### config.mk
export PLATFORM = sky130hd
export DESIGN_NAME = spm_serial_cfg
export DESIGN_NICKNAME = d
export VERILOG_FILES = /design/src/inc/spm_pkg.sv /design/src/rtl/spm_serial_cfg.sv
export SDC_FILE = /design/constraint.sdc
export NUM_CORES = 1
export LEC_CHECK = 0
export CORE_MARGIN = 1
export CORE_UTILIZATION = 51
export CTS_CLUSTER_DIAMETER = 200
export CTS_CLUSTER_SIZE = 28
export DETAILED_ROUTE_END_ITERATION = 6
export DONT_BUFFER_PORTS = 1
export GPL_TIMING_DRIVEN = 0
export PLACE_DENSITY = 0.72
export SLEW_MARGIN = 20
export SYNTH_ARGS = -nofsm -noshare
export SYNTH_HDL_FRONTEND = slang
export SYNTH_SLANG_ARGS = --single-unit
### constraint.sdc
create_clock -name CLK -period 1.6 [get_ports CLK]
set_input_delay 0.08 -clock CLK [delete_from_list [all_inputs] [get_ports CLK]]
set_output_delay 0.08 -clock CLK [all_outputs]
set_load 0.05 [all_outputs]
### src/inc/spm_pkg.sv
// spm_pkg: register map, field positions, reset values and divider counts
// of the serial port mode and clock select block.
// assumes a 32-bit APB slave with one aligned word per register.
package spm_pkg;

   // ------------------------------------------------------------
   // register byte offsets
   // ------------------------------------------------------------
   localparam logic [7:0] SPM_CTRL_OFS = 8'h00;
   localparam logic [7:0] SPM_DIR_OFS  = 8'h04;
   localparam logic [7:0] SPM_DATA_OFS = 8'h08;
   localparam logic [7:0] SPM_STAT_OFS = 8'h0C;

   // ------------------------------------------------------------
   // control register fields
   // ------------------------------------------------------------
   localparam int SPM_CTRL_EN_POS   = 0;  // serial_pin_enable
   localparam int SPM_CTRL_MLO_POS  = 1;  // mode_sel_lo
   localparam int SPM_CTRL_MHI_POS  = 2;  // mode_sel_hi
   localparam int SPM_CTRL_CLO_POS  = 3;  // clk_src_sel_lo
   localparam int SPM_CTRL_CHI_POS  = 4;  // clk_src_sel_hi
   localparam int SPM_CTRL_PEN_POS  = 5;  // parity_enable
   localparam int SPM_CTRL_PODD_POS = 6;  // odd parity when set
   localparam int SPM_CTRL_OSC_POS  = 7;  // high_speed_oscillator on
   localparam int SPM_CTRL_RDY_POS  = 8;  // slave ready request

   // ------------------------------------------------------------
   // mode and clock source codes (high bit first)
   // ------------------------------------------------------------
   localparam logic [1:0] SPM_MODE_MASTER = 2'h0;
   localparam logic [1:0] SPM_MODE_SLAVE  = 2'h1;
   localparam logic [1:0] SPM_MODE_ASYNC7 = 2'h2;
   localparam logic [1:0] SPM_MODE_ASYNC8 = 2'h3;
   localparam logic [1:0] SPM_SRC_DIV16   = 2'h0;
   localparam logic [1:0] SPM_SRC_DIV8    = 2'h1;
   localparam logic [1:0] SPM_SRC_DIV4    = 2'h2;
   localparam logic [1:0] SPM_SRC_TIMER   = 2'h3;

   // ------------------------------------------------------------
   // reset values and counts
   // ------------------------------------------------------------
   localparam logic [1:0] SPM_MODE_RST    = SPM_MODE_MASTER;
   localparam logic [1:0] SPM_SRC_RST     = SPM_SRC_DIV16;
   localparam logic [3:0] SPM_DIR_RST     = 4'h0;
   localparam logic [3:0] SPM_DATA_RST    = 4'hF;
   localparam logic [3:0] SPM_BIT_DIV_MAX = 4'hF;   // further divide by 16
   localparam logic [3:0] SPM_SYNC_BITS   = 4'h8;
   localparam logic [3:0] SPM_ASYNC7_BITS = 4'h7;
   localparam logic [3:0] SPM_ASYNC8_BITS = 4'h8;

   typedef struct packed {
      logic        en;
      logic [1:0]  mode;
      logic [1:0]  csrc;
      logic        par_en;
      logic        par_odd;
      logic        osc_on;
      logic        slv_rdy;
      logic [3:0]  dir;
      logic [3:0]  dat;
      logic [3:0]  pin_s1;
      logic [3:0]  pin_s2;
      logic        sclk_s3;
      logic [3:0]  pre_cnt;
      logic        tmr_half;
      logic [3:0]  bit_cnt;
      logic        bit_tick;
      logic [31:0] prdata;
      logic        err;
   } spm_state_t;

endpackage

### src/rtl/spm_serial_cfg.sv
// spm_serial_cfg: mode select, shared pin routing and bit clock generation
// for a serial port; registers reached over APB.
// assumes OSC_TICK and TMR_UFL are one-cycle pulses on CLK, SER_TXD and
// SER_IDLE come from shift logic on CLK, and pins are asynchronous.
//
// Operation
// - full duplex only in asynchronous modes
// - synchronous modes carry eight data bits
// - async 7 or 8 bits, optional parity
// - pins 0..3 carry din, dout, clock, ready
// - pins stay general purpose after reset
// - serial function overrides general direction bit
// - ready only in slave; async frees clock
// - mode 11,10,01,00 = a8,a7,slave,master
// - mode resets to synchronous master
// - master drives internal clock on clock pin
// - slave uses pin clock, ignores source
// - slave drives ready_n from operating status
// - source 11,10,01,00 = timer,/4,/8,/16
// - timer underflow pulses halved for source
// - clock source resets to oscillator/16
// - selected source divided by sixteen more
// - slave bit clock is pin clock undivided
// - oscillator held off after reset
// - synchronous eight bits LSB first, half duplex
`timescale 1ns/100ps

module spm_serial_cfg
   import spm_pkg::*;
(
   // clock and reset
   input  wire logic        CLK,
   input  wire logic        RSTN,
   // apb slave
   input  wire logic        PSEL,
   input  wire logic        PENABLE,
   input  wire logic        PWRITE,
   input  wire logic [7:0]  PADDR,
   input  wire logic [31:0] PWDATA,
   output logic [31:0]      PRDATA,
   output logic             PREADY,
   output logic             PSLVERR,
   // clock sources
   input  wire logic        OSC_TICK,
   input  wire logic        TMR_UFL,
   // shift logic side
   input  wire logic        SER_TXD,
   input  wire logic        SER_IDLE,
   output logic             SER_RXD,
   output logic             BIT_TICK,
   output logic             FULL_DUPLEX,
   output logic             SYNC_MODE,
   output logic [3:0]       CHAR_BITS,
   output logic             PARITY_EN,
   output logic             PARITY_ODD,
   // shared pins
   input  wire logic [3:0]  PIN_I,
   output logic [3:0]       PIN_O,
   output logic [3:0]       PIN_OE
);

   // ------------------------------------------------------------
   // helpers
   // ------------------------------------------------------------
   // true when the serial function owns shared pin idx
   function automatic logic serial_owns(input int idx, input logic en, input logic [1:0] mode);
      logic own;
      own = 1'b0;
      if (en) begin
         unique case (idx)
            0, 1:    own = 1'b1;
            2:       own = (mode[1] == 1'b0);
            default: own = (mode == SPM_MODE_SLAVE);
         endcase
      end
      return own;
   endfunction

   // prescaler wrap for the oscillator divided sources
   function automatic logic div_hit(input logic [1:0] src, input logic [3:0] cnt);
      logic hit;
      hit = 1'b0;
      unique case (src)
         SPM_SRC_DIV4:  hit = (cnt[1:0] == 2'h3);
         SPM_SRC_DIV8:  hit = (cnt[2:0] == 3'h7);
         SPM_SRC_DIV16: hit = (cnt == 4'hF);
         default:       hit = 1'b0;
      endcase
      return hit;
   endfunction

   spm_state_t s_r;
   spm_state_t s_nxt;
   logic       slave;
   logic       src_tick;
   logic       slv_edge;
   logic       apb_wr;
   logic       apb_setup;
   logic [31:0] rd_val;
   logic [3:0] data_rd;

   assign slave     = s_r.en && (s_r.mode == SPM_MODE_SLAVE);
   assign apb_wr    = PSEL && PENABLE && PWRITE;
   assign apb_setup = PSEL && !PENABLE;

   // ------------------------------------------------------------
   // bit clock sources
   // ------------------------------------------------------------
   always_comb begin
      if (s_r.csrc == SPM_SRC_TIMER) begin
         src_tick = TMR_UFL && s_r.tmr_half;
      end else begin
         src_tick = s_r.osc_on && OSC_TICK && div_hit(s_r.csrc, s_r.pre_cnt);
      end
   end

   // falling edge of the synchronised clock pin, read from the second stage
   assign slv_edge = s_r.sclk_s3 && !s_r.pin_s2[2];

   // ------------------------------------------------------------
   // register read mux
   // ------------------------------------------------------------
   always_comb begin
      for (int i = 0; i < 4; i++) begin
         if (serial_owns(i, s_r.en, s_r.mode) || s_r.dir[i]) begin
            data_rd[i] = s_r.dat[i];
         end else begin
            data_rd[i] = s_r.pin_s2[i];
         end
      end
      rd_val = 32'h0000_0000;
      unique case (PADDR)
         SPM_CTRL_OFS: rd_val = {23'h00_0000, s_r.slv_rdy, s_r.osc_on, s_r.par_odd, s_r.par_en,
                                 s_r.csrc, s_r.mode, s_r.en};
         SPM_DIR_OFS:  rd_val = {28'h000_0000, s_r.dir};
         SPM_DATA_OFS: rd_val = {28'h000_0000, data_rd};
         SPM_STAT_OFS: rd_val = {20'h0_0000, s_r.bit_cnt, s_r.pin_s2, SER_IDLE, slave,
                                 FULL_DUPLEX, SYNC_MODE};
         default:      rd_val = 32'h0000_0000;
      endcase
   end

   // ------------------------------------------------------------
   // next state
   // ------------------------------------------------------------
   always_comb begin
      s_nxt = s_r;
      // two-stage synchroniser on all pins
      s_nxt.pin_s1  = PIN_I;
      s_nxt.pin_s2  = s_r.pin_s1;
      s_nxt.sclk_s3 = s_r.pin_s2[2];
      // oscillator prescaler
      if (s_r.osc_on && OSC_TICK) begin
         s_nxt.pre_cnt = s_r.pre_cnt + 4'h1;
      end
      if (TMR_UFL) begin
         s_nxt.tmr_half = !s_r.tmr_half;
      end
      // bit clock: divide by sixteen, or pin clock in slave mode
      s_nxt.bit_tick = 1'b0;
      if (slave) begin
         s_nxt.bit_tick = slv_edge;
      end else if (src_tick) begin
         s_nxt.bit_cnt = s_r.bit_cnt + 4'h1;
         s_nxt.bit_tick = (s_r.bit_cnt == SPM_BIT_DIV_MAX);
      end
      // apb setup cycle captures answer
      if (apb_setup) begin
         s_nxt.prdata = rd_val;
         s_nxt.err    = !(PADDR == SPM_CTRL_OFS || PADDR == SPM_DIR_OFS ||
                          PADDR == SPM_DATA_OFS || PADDR == SPM_STAT_OFS);
      end
      // apb write at access edge
      if (apb_wr && !s_r.err) begin
         unique case (PADDR)
            SPM_CTRL_OFS: begin
               s_nxt.en      = PWDATA[SPM_CTRL_EN_POS];
               s_nxt.mode    = {PWDATA[SPM_CTRL_MHI_POS], PWDATA[SPM_CTRL_MLO_POS]};
               s_nxt.csrc    = {PWDATA[SPM_CTRL_CHI_POS], PWDATA[SPM_CTRL_CLO_POS]};
               s_nxt.par_en  = PWDATA[SPM_CTRL_PEN_POS];
               s_nxt.par_odd = PWDATA[SPM_CTRL_PODD_POS];
               s_nxt.osc_on  = PWDATA[SPM_CTRL_OSC_POS];
               s_nxt.slv_rdy = PWDATA[SPM_CTRL_RDY_POS];
            end
            SPM_DIR_OFS:  s_nxt.dir = PWDATA[3:0];
            SPM_DATA_OFS: s_nxt.dat = PWDATA[3:0];
            default:      s_nxt.dat = s_r.dat;
         endcase
      end
   end

   always_ff @(posedge CLK) begin
      if (!RSTN) begin
         s_r         <= '0;
         s_r.mode    <= SPM_MODE_RST;
         s_r.csrc    <= SPM_SRC_RST;
         s_r.osc_on  <= 1'b0;
         s_r.en      <= 1'b0;
         s_r.dir     <= SPM_DIR_RST;
         s_r.dat     <= SPM_DATA_RST;
         s_r.pin_s1  <= 4'hF;
         s_r.pin_s2  <= 4'hF;
         s_r.sclk_s3 <= 1'b1;
      end else begin
         s_r <= s_nxt;
      end
   end

   // ------------------------------------------------------------
   // outputs
   // ------------------------------------------------------------
   assign PREADY   = 1'b1;
   assign PRDATA   = s_r.prdata;
   assign PSLVERR  = PSEL && PENABLE && s_r.err;
   assign BIT_TICK = s_r.bit_tick;
   assign SER_RXD  = s_r.pin_s2[0];
   assign SYNC_MODE   = (s_r.mode[1] == 1'b0);
   assign FULL_DUPLEX = s_r.mode[1];
   assign PARITY_EN   = s_r.mode[1] && s_r.par_en;
   assign PARITY_ODD  = s_r.par_odd;

   always_comb begin
      unique case (s_r.mode)
         SPM_MODE_ASYNC7: CHAR_BITS = SPM_ASYNC7_BITS;
         SPM_MODE_ASYNC8: CHAR_BITS = SPM_ASYNC8_BITS;
         default:         CHAR_BITS = SPM_SYNC_BITS;
      endcase
   end

   // pin routing: serial function overrides the direction bit
   always_comb begin
      for (int i = 0; i < 4; i++) begin
         PIN_O[i]  = s_r.dat[i];
         PIN_OE[i] = s_r.dir[i];
      end
      if (serial_owns(0, s_r.en, s_r.mode)) begin
         PIN_OE[0] = 1'b0;
      end
      if (serial_owns(1, s_r.en, s_r.mode)) begin
         PIN_O[1]  = SER_TXD;
         PIN_OE[1] = 1'b1;
      end
      if (serial_owns(2, s_r.en, s_r.mode)) begin
         PIN_O[2]  = !s_r.bit_cnt[3];
         PIN_OE[2] = !slave;
      end
      if (serial_owns(3, s_r.en, s_r.mode)) begin
         PIN_O[3]  = !(s_r.slv_rdy && SER_IDLE);
         PIN_OE[3] = 1'b1;
      end
   end
endmodule

# Word level (Yosys, flattened, before mapping)
# Index checks and enable logic that the tools add are counted.
[op_classes]
eq_ne = 12
mux = 21
reduce_logical = 33
n_addsub = 2
n_bitwise = 2
[op_table]
columns = ["cell", "n"]
rows = [
  ["case mux 12 bit (4 select lines)", 1],
  ["2-to-1 mux 1 bit", 18],
  ["equality test 8 x 4 -> 1 bit, second input constant", 2],
  ["logical AND 1 bit", 12],
  ["adder 4 x 1 -> 4 bit, second input constant", 2],
  ["equality test 2 bit, second input constant", 4],
  ["equality test 4 bit, second input constant", 2],
  ["equality test 8 x 3 -> 1 bit, second input constant", 1],
  ["zero test 1 bit", 8],
  ["zero test 8 bit", 1],
  ["AND reduction 2 bit", 4],
  ["logical OR 1 bit", 7],
  ["equality test 2 x 1 -> 1 bit, second input constant", 2],
  ["2-to-1 mux 4 bit", 1],
  ["equality test 3 bit, second input constant", 1],
  ["case mux 1 bit (3 select lines)", 1],
  ["zero test 2 bit", 1],
  ["inverter 1 bit", 2],
]
[totals]
reg_bits = 69
inputBits = 53

# Longest topological paths before layout
# Gate-level depths: netlist of the first run.
[depth]
depth_word = 7
mapped_depth = 7
ltp_nobuf = 7

# Least setup slack after synthesis of the first run
# OpenSTA, ideal clock, no wires.
[synth_timing]
path_kind = "register -> register"
startpoint = "register s_r (netlist bit FULL_DUPLEX)"
endpoint = "register s_r (netlist bit PRDATA[3])"
t_arrival_ns = 2.003
slack_ns = -0.519
required_time_ns = 1.484
period_less_slack_ns = 2.119
setup_time_ns = 0.116
path_stages_with_launch = 7
cell_sequence = "dfxtp_1 -> and3b_1 -> buf_2 -> or2_1 -> mux2_2 -> a21oi_1 -> nor2_1"
[synth_via]
elab_chain_cells = 5
[synth_lines]
columns = ["item", "line", "text"]
rows = [
  ["from (decl)", "spm_serial_cfg.sv:92", "spm_state_t s_r;"],
  ["from (signal assigned)", "spm_serial_cfg.sv:205", "s_r <= s_nxt;"],
  ["equality test 2 x 1 -> 1 bit", "spm_serial_cfg.sv:73", "default: own = (mode == SPM_MODE_SLAVE);"],
  ["2-to-1 mux 1 bit", "spm_serial_cfg.sv:69", "if (en) begin"],
  ["logical OR 1 bit", "spm_serial_cfg.sv:125", "if (serial_owns(i, s_r.en, s_r.mode) || s_r.dir[i]) begin"],
  ["2-to-1 mux 1 bit", "spm_serial_cfg.sv:125", ""],
  ["case mux 12 bit (4 select lines)", "spm_serial_cfg.sv:132", "unique case (PADDR)"],
]
# Every way passes these cells.
# A chain may end at the register's enable or synchronous reset.

# Worst setup path in the final report of the first run
[layout_timing]
startpoint = "register s_r[66] in the netlist's numbering"
endpoint = "output port CHAR_BITS[1]"
[layout_via]
elab_chain_cells = 2
[layout_lines]
columns = ["item", "line", "text"]
rows = [
  ["equality test 2 bit", "spm_serial_cfg.sv:223", "unique case (s_r.mode)"],
  ["2-to-1 mux 4 bit", "spm_serial_cfg.sv:223", ""],
  ["to (decl)", "spm_serial_cfg.sv:53", "output logic [3:0] CHAR_BITS,"],
]
# Every way passes these cells.

==> parameters.txt, run 1 <==
Parameter                              Value

Run status
  Result of the run ... finished, violations left
  Failing checks ... negative setup slack

Routing
  Final routed wirelength across all metal layers ... 5.95 mm
  Via Count ... 2085
  Post-detailed-route via-to-cell ratio ... 5.07
  Final ANT Viol Nets ... 0
  Detailed router's first-iteration violation count ... 70
  1st-pass router iterations ... 4
  Average detailed-routed wire length per instance ... 14.5 µm
  Residual DRC ... 0

STA
  Post-route minimum period ... between 1.5 and 2 ns
  Max-slew violation total from the final report ... 0
  Part of the cycle the worst path needs ... 1.10
  Total Negative Setup Slacks ... -0.713 ns
  Final critical-path setup slack ... -0.167 ns
  Worst slew margin ... 0.359
  Transition time at the pin with the least slew margin ... 0.959 ns
  Setup repair after global routing missed its margin ... yes
  Total setup violations reported at the end of the flow ... 8
  Layout Skew ... 0.00568 ns
  Final hold vios ... 0
  Highest Clock Rate ... 566 MHz

Power and ir drop
  Net Sw Power ... 0.000614 W
  Clock share of power ... 0.321
  Power Dens Cells ... 716 mW/mm²
  Proportion of power drawn by combinational gates ... 0.137
  Cell-internal power ... 0.00169 W
  Net Sw Frac ... 0.267
  Worst voltage drop across the vdd grid ... 0.658 mV
  Sequential group share of total power ... 0.541
  Leak Pwr ... 1.29 nW

Synthesis
  Cell area after technology mapping ... 0.00253 mm²
  Leading cell types by total area after synthesis ... sky130_fd_sc_hd__dfxtp_1 39%, sky130_fd_sc_hd__buf_4 11%, sky130_fd_sc_hd__a21boi_0 5.3%, sky130_fd_sc_hd__mux2i_1 4.4%, sky130_fd_sc_hd__nand2_1 4.0%
  Top cell type's share of synthesized area ... 0.388
  Share of synthesized area occupied by flip-flops and latches ... 0.388
  Commonest register cell after synthesis ... sky130_fd_sc_hd__dfxtp_1
  Leading post-synthesis cells by instance count ... 49 x sky130_fd_sc_hd__dfxtp_1, 36 x sky130_fd_sc_hd__buf_4, 27 x sky130_fd_sc_hd__nand2_1
  Most used standard cell by instance count after synthesis ... sky130_fd_sc_hd__dfxtp_1
  Post-Synthesis Cells ... 293
  Leading area contributor after synthesis ... sky130_fd_sc_hd__dfxtp_1
  Number of distinct library cell variants in the gate-level netlist after synthesis ... 40
  Number of enable flip-flop cells after synthesis ... 0
  Synthesis warning total ... 0
  Share of synthesized flip-flops with an asynchronous set or reset ... 0
  Post-synthesis average cell area ... 8.63 µm²
  #FFs+latches synth ... 49

Layout
  Utilization after layout ... 0.676
  Layout area overhead ... 27.1%
  Nets ... 400
  Diodes inserted ... 0
  Filler Cell Count ... 419
  Layout cell share with drive strength beyond 1 ... 0.273

Worst setup path
  Startpoint type of the worst setup path ... register
  Crit. End Element ... output port
  Startpoint of the worst setup timing path ... s_r[66]
  Maximum fanout encountered on the critical timing path ... 4
  Critical path data required time ... 1.52 ns
  Critical path type ... register to output port
  Endpoint of the lowest-slack register-to-register path ... PRDATA[0]
  FF-to-FF setup slack ... -0.14 ns
  Critical Path End ... CHAR_BITS[1]
  R2R Path Start ... FULL_DUPLEX
  Critical Path AT ... 1.69 ns
  Register-to-Register Path Depth ... 5

CTS
  Clock-pin slew of the registers on the worst-case setup and hold paths ... 0.08 ns
  Sink count of the clock tree ... 49
  Clock buffer depth ... 2
  Num CTS Buffers ... 5
  Clock latency reported for the late side of the worst-skew pair ... about 0.30 ns
  H-Tree Level Count ... 2
  Clock tree from TritonCTS ... done
  CTS root buf ... sky130_fd_sc_hd__clkbuf_8

Floorplan
  Placeable Area ... 0.00475 mm²
  Vertical die dimension ... 72.4 µm
  Die W ... a little over 70 µm
  Boundary Pins ... 105
  Initial cell density of the core ... 0.532
  Die footprint ... 0.00524 mm²
  Site row count ... 25

Min path
  Type of the worst min-delay path ... input pin to register

Global route
  Initial antenna violation count ... 0
  Pin count of the biggest net entering global routing ... 14
  Overflow left after global routing ... 0
  All-layer global routing usage ... 0.231
  First-pass GRT wire length ... 9.11 mm
  Via count of the first global-routing pass ... 1872

Placement
  HPWL Detailed ... 4.02 mm
  Placer's final routability congestion estimate ... roughly 0.86
  Number of I/O port buffers ... 0

Run
  Max_cap viols ... 0
## power by group through the flow
stage / sequential, W / combinational (W) / clock, W
finish: 0.00125 / 0.000316 / 0.000739
global route: 0.00125 / 0.000335 / 0.000793
CTS: 0.00125 / 0.000307 / 0.000754
detailed placement: 0.00127 / 0.000265 / 0
global placement: 0.00127 / 0.000264 / 0
floorplan: 0.00127 / 0.000240 / 0
## critical path: stages (launching register included)
cell and delay, ns:
sky130_fd_sc_hd__dfxtp_1 0.38, sky130_fd_sc_hd__nand2b_2 0.35, sky130_fd_sc_hd__clkinvlp_4 0.36, sky130_fd_sc_hd__buf_4 0.29
## registers in the layout (all words and copies together), names as in the netlist
name,count
s_r,27
PRDATA,12
s_nxt,5
BIT_TICK,1
FULL_DUPLEX,1
PARITY_ODD,1
PIN_O,1
SER_RXD,1
## how the worst min path moves through the flow
stage / start / to / slack [ns] / cells past startpoint
floorplan: PIN_I[0] / s_nxt[44] / 0.18 / 1
global placement: PIN_I[3] / s_nxt[47] / 0.18 / 1
detailed placement: PIN_I[2] / s_nxt[46] / 0.19 / 1
CTS: PADDR[0] / PRDATA[2] / 0.0003 / 3
global route: PADDR[0] / PRDATA[2] / 0.02 / 3
finish: PADDR[0] / PRDATA[2] / 0.008 / 3
## area by class of cell
type / count / area (µm²) / area share
Inverter: 3 / 18.8 / 0.00584
Multi-Input combinational cell: 210 / 1440 / 0.448
Buffer: 48 / 332 / 0.103
Sequential cell: 49 / 991 / 0.308
Timing Repair Buffer: 27 / 262 / 0.0814
Clock buffer: 7 / 86.3 / 0.0269
Tap cell: 67 / 83.8 / 0.0261
## cell usage in the layout, fill, tap and decap left out, types with 2 or more instances in the layout
cell type and n:
sky130_fd_sc_hd__and3_1 2, sky130_fd_sc_hd__dfxtp_2 5, sky130_fd_sc_hd__nor2b_1 12, sky130_fd_sc_hd__mux2_2 5, sky130_fd_sc_hd__nor3_1 6, sky130_fd_sc_hd__nand4b_1 3, sky130_fd_sc_hd__nand4_1 2, sky130_fd_sc_hd__nand2_1 23
sky130_fd_sc_hd__dlygate4sd3_1 17, sky130_fd_sc_hd__clkbuf_8 6, sky130_fd_sc_hd__clkbuf_1 10, sky130_fd_sc_hd__dfxtp_1 43, sky130_fd_sc_hd__or3_1 3, sky130_fd_sc_hd__nand3_1 19, sky130_fd_sc_hd__nor2_4 3, sky130_fd_sc_hd__buf_6 4
sky130_fd_sc_hd__and2_1 4, sky130_fd_sc_hd__buf_4 42, sky130_fd_sc_hd__nand2b_1 13, sky130_fd_sc_hd__ha_4 2, sky130_fd_sc_hd__a22oi_1 6, sky130_fd_sc_hd__o21ai_1 2, sky130_fd_sc_hd__a21boi_1 3, sky130_fd_sc_hd__a21boi_0 14
sky130_fd_sc_hd__o21ai_0 7, sky130_fd_sc_hd__clkinvlp_4 2, sky130_fd_sc_hd__mux2i_1 11, sky130_fd_sc_hd__conb_1 21, sky130_fd_sc_hd__nand2_2 4, sky130_fd_sc_hd__a21oi_1 9, sky130_fd_sc_hd__nor2_1 11
## cell families after synthesis
kind of cell	after synthesis	synth area share
and+or+nand+nor	115	0.247
muxes	17	0.0703
buffers and inverters	53	0.134
DFF	49	0.388
AOI/OAI and AO/OA	51	0.133
other	2	0.00297
adders and majority gates	3	0.0149
xor gates and xnor gates	3	0.0104
## through the flow
| step | instance area [µm²] | worst slack, ns | total power [W] | instances | hold WS (ns) |
|---|---|---|---|---|---|
| after floorplan | 2630 | -0.0871 | 0.00151 | 312 | 0.181 |
| after global placement | 2710 | -0.335 | 0.00154 | 379 | 0.185 |
| after detailed placement | 2710 | -0.315 | 0.00154 | 379 | 0.185 |
| after CTS | 3070 | -0.182 | 0.00231 | 405 | 0.000319 |
| after global routing | 3210 | -0.227 | 0.00238 | 411 | 0.0248 |
| final | 3210 | -0.167 | 0.00230 | 411 | 0.00791 |
## repair_timing
item	4_1_cts	5_1_grt
setup endpoints to repair	26	24
cloned	0	1
resized for setup	24	23
hold buffers	17	0
hold endpoints to repair	27	0
pin swaps	5	10
buffers inserted	4	5
## metal layers
layer / GRT usage / vias up / share of wire
met3: 0.0764 / 8 / 0.059
met2: 0.382 / 51 / 0.50
met5: 0 / - / 0
met1: 0.282 / 977 / 0.43
met4: 0.0806 / 0 / 0.017
li1: - / 1049 / -
(Power assumes the default switching activity.)
==> run 2: changes to the inputs <==
--- a/config.mk
+++ b/config.mk
@@ -12,7 +12,7 @@
 export DETAILED_ROUTE_END_ITERATION = 6
 export DONT_BUFFER_PORTS = 1
 export GPL_TIMING_DRIVEN = 0
-export PLACE_DENSITY = 0.72
+export PLACE_DENSITY = 0.69
 export SLEW_MARGIN = 20
 export SYNTH_ARGS = -nofsm -noshare
 export SYNTH_HDL_FRONTEND = slang
==> constraint.sdc (replaced) <==
create_clock -name CLK -period 1.73 [get_ports CLK]
set_input_delay 0.0865 -clock CLK [delete_from_list [all_inputs] [get_ports CLK]]
set_output_delay 0.0865 -clock CLK [all_outputs]
set_load 0.05 [all_outputs]
==> run 2 against run 1 <==
The flow still finishes with violations (negative setup slack). First-iteration DRC count rose by 94%. Highest routed layer unchanged. Via count fell by 0.48%. Total power fell by 9.2%. Clock skew rose by 0.00094 ns. Core utilization fell by 2.4 points. Combinational power fell by 8.9%. Sequential power fell by 8%. Register-to-register slack improved by 0.09 ns. Worst setup slack improved by 0.12 ns. Clock-buffer cell count fell by 1. Sequential share of layout area rose by 1.0 points.
==> parameters.txt, run 2 (same netlist as run 1, synthesis figures left out) <==
Parameter                              Value

Layout
  Top library cells by usage in the layout, fill and taps aside ... 46 x sky130_fd_sc_hd__dfxtp_1, 43 x sky130_fd_sc_hd__buf_4, 26 x sky130_fd_sc_hd__nand2_1
  Utilization after layout ... 0.651
  Layout area overhead ... 22.5%
  Diodes inserted ... 0
  Commonest non-fill, non-tap cell in the layout ... sky130_fd_sc_hd__dfxtp_1
  Number of flip-flops in the largest register ... 27
  Reg with most FFs ... s_r
  Nets ... 398
  Layout cell share with drive strength beyond 1 ... 0.233

Global route
  All-layer global routing usage ... 0.225
  Initial antenna violation count ... 0
  First-pass GRT wire length ... 8.90 mm
  Via count of the first global-routing pass ... 1887
  Pin count of the biggest net entering global routing ... 15
  Overflow left after global routing ... 0

Run status
  Result of the run ... finished, violations left
  Failing checks ... negative setup slack

Placement
  HPWL Detailed ... 3.99 mm
  Post-placement worst setup slack ... -0.141 ns
  Placer's final routability congestion estimate ... a little over 0.8
  Number of I/O port buffers ... 0

Power and ir drop
  Clock share of power ... 0.311
  Leak Pwr ... 1.26 nW
  Proportion of power drawn by combinational gates ... 0.138
  Sequential group share of total power ... 0.551
  Net Sw Power ... 0.000566 W
  Power Dens Cells ... 675 mW/mm²
  Cell-internal power ... 0.00152 W
  Worst voltage drop across the vdd grid ... 0.533 mV
  Net Sw Frac ... 0.271

STA
  Highest Clock Rate ... between 500 and 600 MHz
  Transition time at the pin with the least slew margin ... 0.933 ns
  Final hold vios ... 0
  Max-slew violation total from the final report ... 0
  Total setup violations reported at the end of the flow ... 2
  Worst slew margin ... 0.377
  Post-route minimum period ... 1.78 ns
  Final critical-path setup slack ... -0.0515 ns
  Part of the cycle the worst path needs ... 1.03
  Setup repair after global routing missed its margin ... yes
  Layout Skew ... 0.00663 ns

CTS
  H-Tree Level Count ... 2
  Clock latency reported for the late side of the worst-skew pair ... 0.31 ns
  Sink count of the clock tree ... 49
  Num CTS Buffers ... 5
  Clock-pin slew of the registers on the worst-case setup and hold paths ... 0.08 ns
  CTS root buf ... sky130_fd_sc_hd__clkbuf_8
  Clock buffer depth ... 2
  Clock tree from TritonCTS ... done

Worst setup path
  Cell Chain, Critical Path ... clkinvlp_4 > mux2_4 > a221oi_2 > o21ai_1 > and3b_1
  Buffers plus inverters on the worst setup path ... 1
  Crit. End Element ... register
  FF-to-FF setup slack ... -0.05 ns
  Startpoint type of the worst setup path ... register
  Maximum fanout encountered on the critical timing path ... 7
  Crit path largest cell delay ... 0.50 ns
  Critical Path AT ... 1.98 ns
  Critical path data required time ... 1.93 ns
  Slowest cell on crit path ... sky130_fd_sc_hd__dfxtp_4
  CP delay by family, top ... flip-flops
  Critical path type ... register to register

Run
  Max_cap viols ... 0

Routing
  Residual DRC ... 0
  1st-pass router iterations ... 4
  Post-detailed-route via-to-cell ratio ... 5.06
  Final ANT Viol Nets ... 0
  Detailed router's first-iteration violation count ... 136
  Via Count ... 2075
  Average detailed-routed wire length per instance ... 13.7 µm
  Final routed wirelength across all metal layers ... 5.61 mm

Floorplan
  Boundary Pins ... 105
  Initial cell density of the core ... 0.532
  Placeable Area ... about 0.0048 mm²
  Die footprint ... 0.00524 mm²
  Vertical die dimension ... 72.4 µm
  Site row count ... 25
  Die W ... 72.4 µm

Min path
  Type of the worst min-delay path ... input pin to register
-- run 2: changes by cell type in the layout (fill, tap and decap cells not counted), sizes merged --
cell and change:
clkbuf -1, buf -1, dlymetal6s4s +1, dlygate4sd3 -2
clkinv +2
-- run 2: power groups by stage --
stage	Combinational (W)	Sequential, W	Clock, W
floorplan	0.000221	0.00118	0
global placement	0.000244	0.00118	0
detailed placement	0.000244	0.00118	0
CTS	0.000281	0.00115	0.000666
global route	0.000307	0.00115	0.000709
finish	0.000288	0.00115	0.000650
-- run 2: worst paths after layout --
| path | end | startpoint | depth (start not counted) |
|---|---|---|---|
| worst min-delay path | PRDATA[2] | PADDR[7] | 3 |
| worst max register to register | PRDATA[0] | FULL_DUPLEX | 5 |
| worst min register to register | s_r[47] | s_nxt[47] | 1 |
| worst max-delay path | PRDATA[0] | FULL_DUPLEX | 5 |
-- run 2: final cells by class --
cell class / instances / area, µm²
Buffer: 49 / 343
Multi-Input combinational cell: 210 / 1360
Sequential cell: 49 / 987
Clock inverter: 2 / 10.0
Inverter: 3 / 18.8
Fill cell: 429 / 1660
Timing Repair Buffer: 24 / 219
Clock buffer: 6 / 72.6
Tap cell: 67 / 83.8
-- run 2: metal layers --
layer,up-vias,global-route usage,part of all wire
met5,-,0,0
met1,960,0.283,0.44
met3,10,0.0681,0.070
met2,56,0.358,0.48
met4,0,0.0959,0.015
li1,1049,-,-
-- run 2: what timing repair did --
action	4_1_cts	5_1_grt
hold buffers	16	0
hold endpoints to repair	26	0
pin swaps	1	5
cloned	0	0
setup buffers	1	7
gates resized for setup	18	10
endpoints found under the setup margin	18	14
-- run 2: worst min-delay path, delay by kind of cell --
family	cells	cell delay [ns]
AND/OR/NAND/NOR	2	0.10
AO/OA/AOI/OAI	1	0.07
-- run 2: per-stage QoR --
stage | total power (W) | hold WS [ns] | TNS, ns | instance area [µm²] | cells
global placement | 0.00142 | 0.190 | -0.644 | 2700 | 379
detailed placement | 0.00142 | 0.192 | -0.885 | 2700 | 379
global route | 0.00217 | 0.0207 | -0.301 | 3100 | 410
floorplan | 0.00140 | 0.188 | 0 | 2620 | 312
finish | 0.00209 | 0.00435 | -0.0553 | 3100 | 410
CTS | 0.00210 | 0.00101 | -0.0602 | 3010 | 403
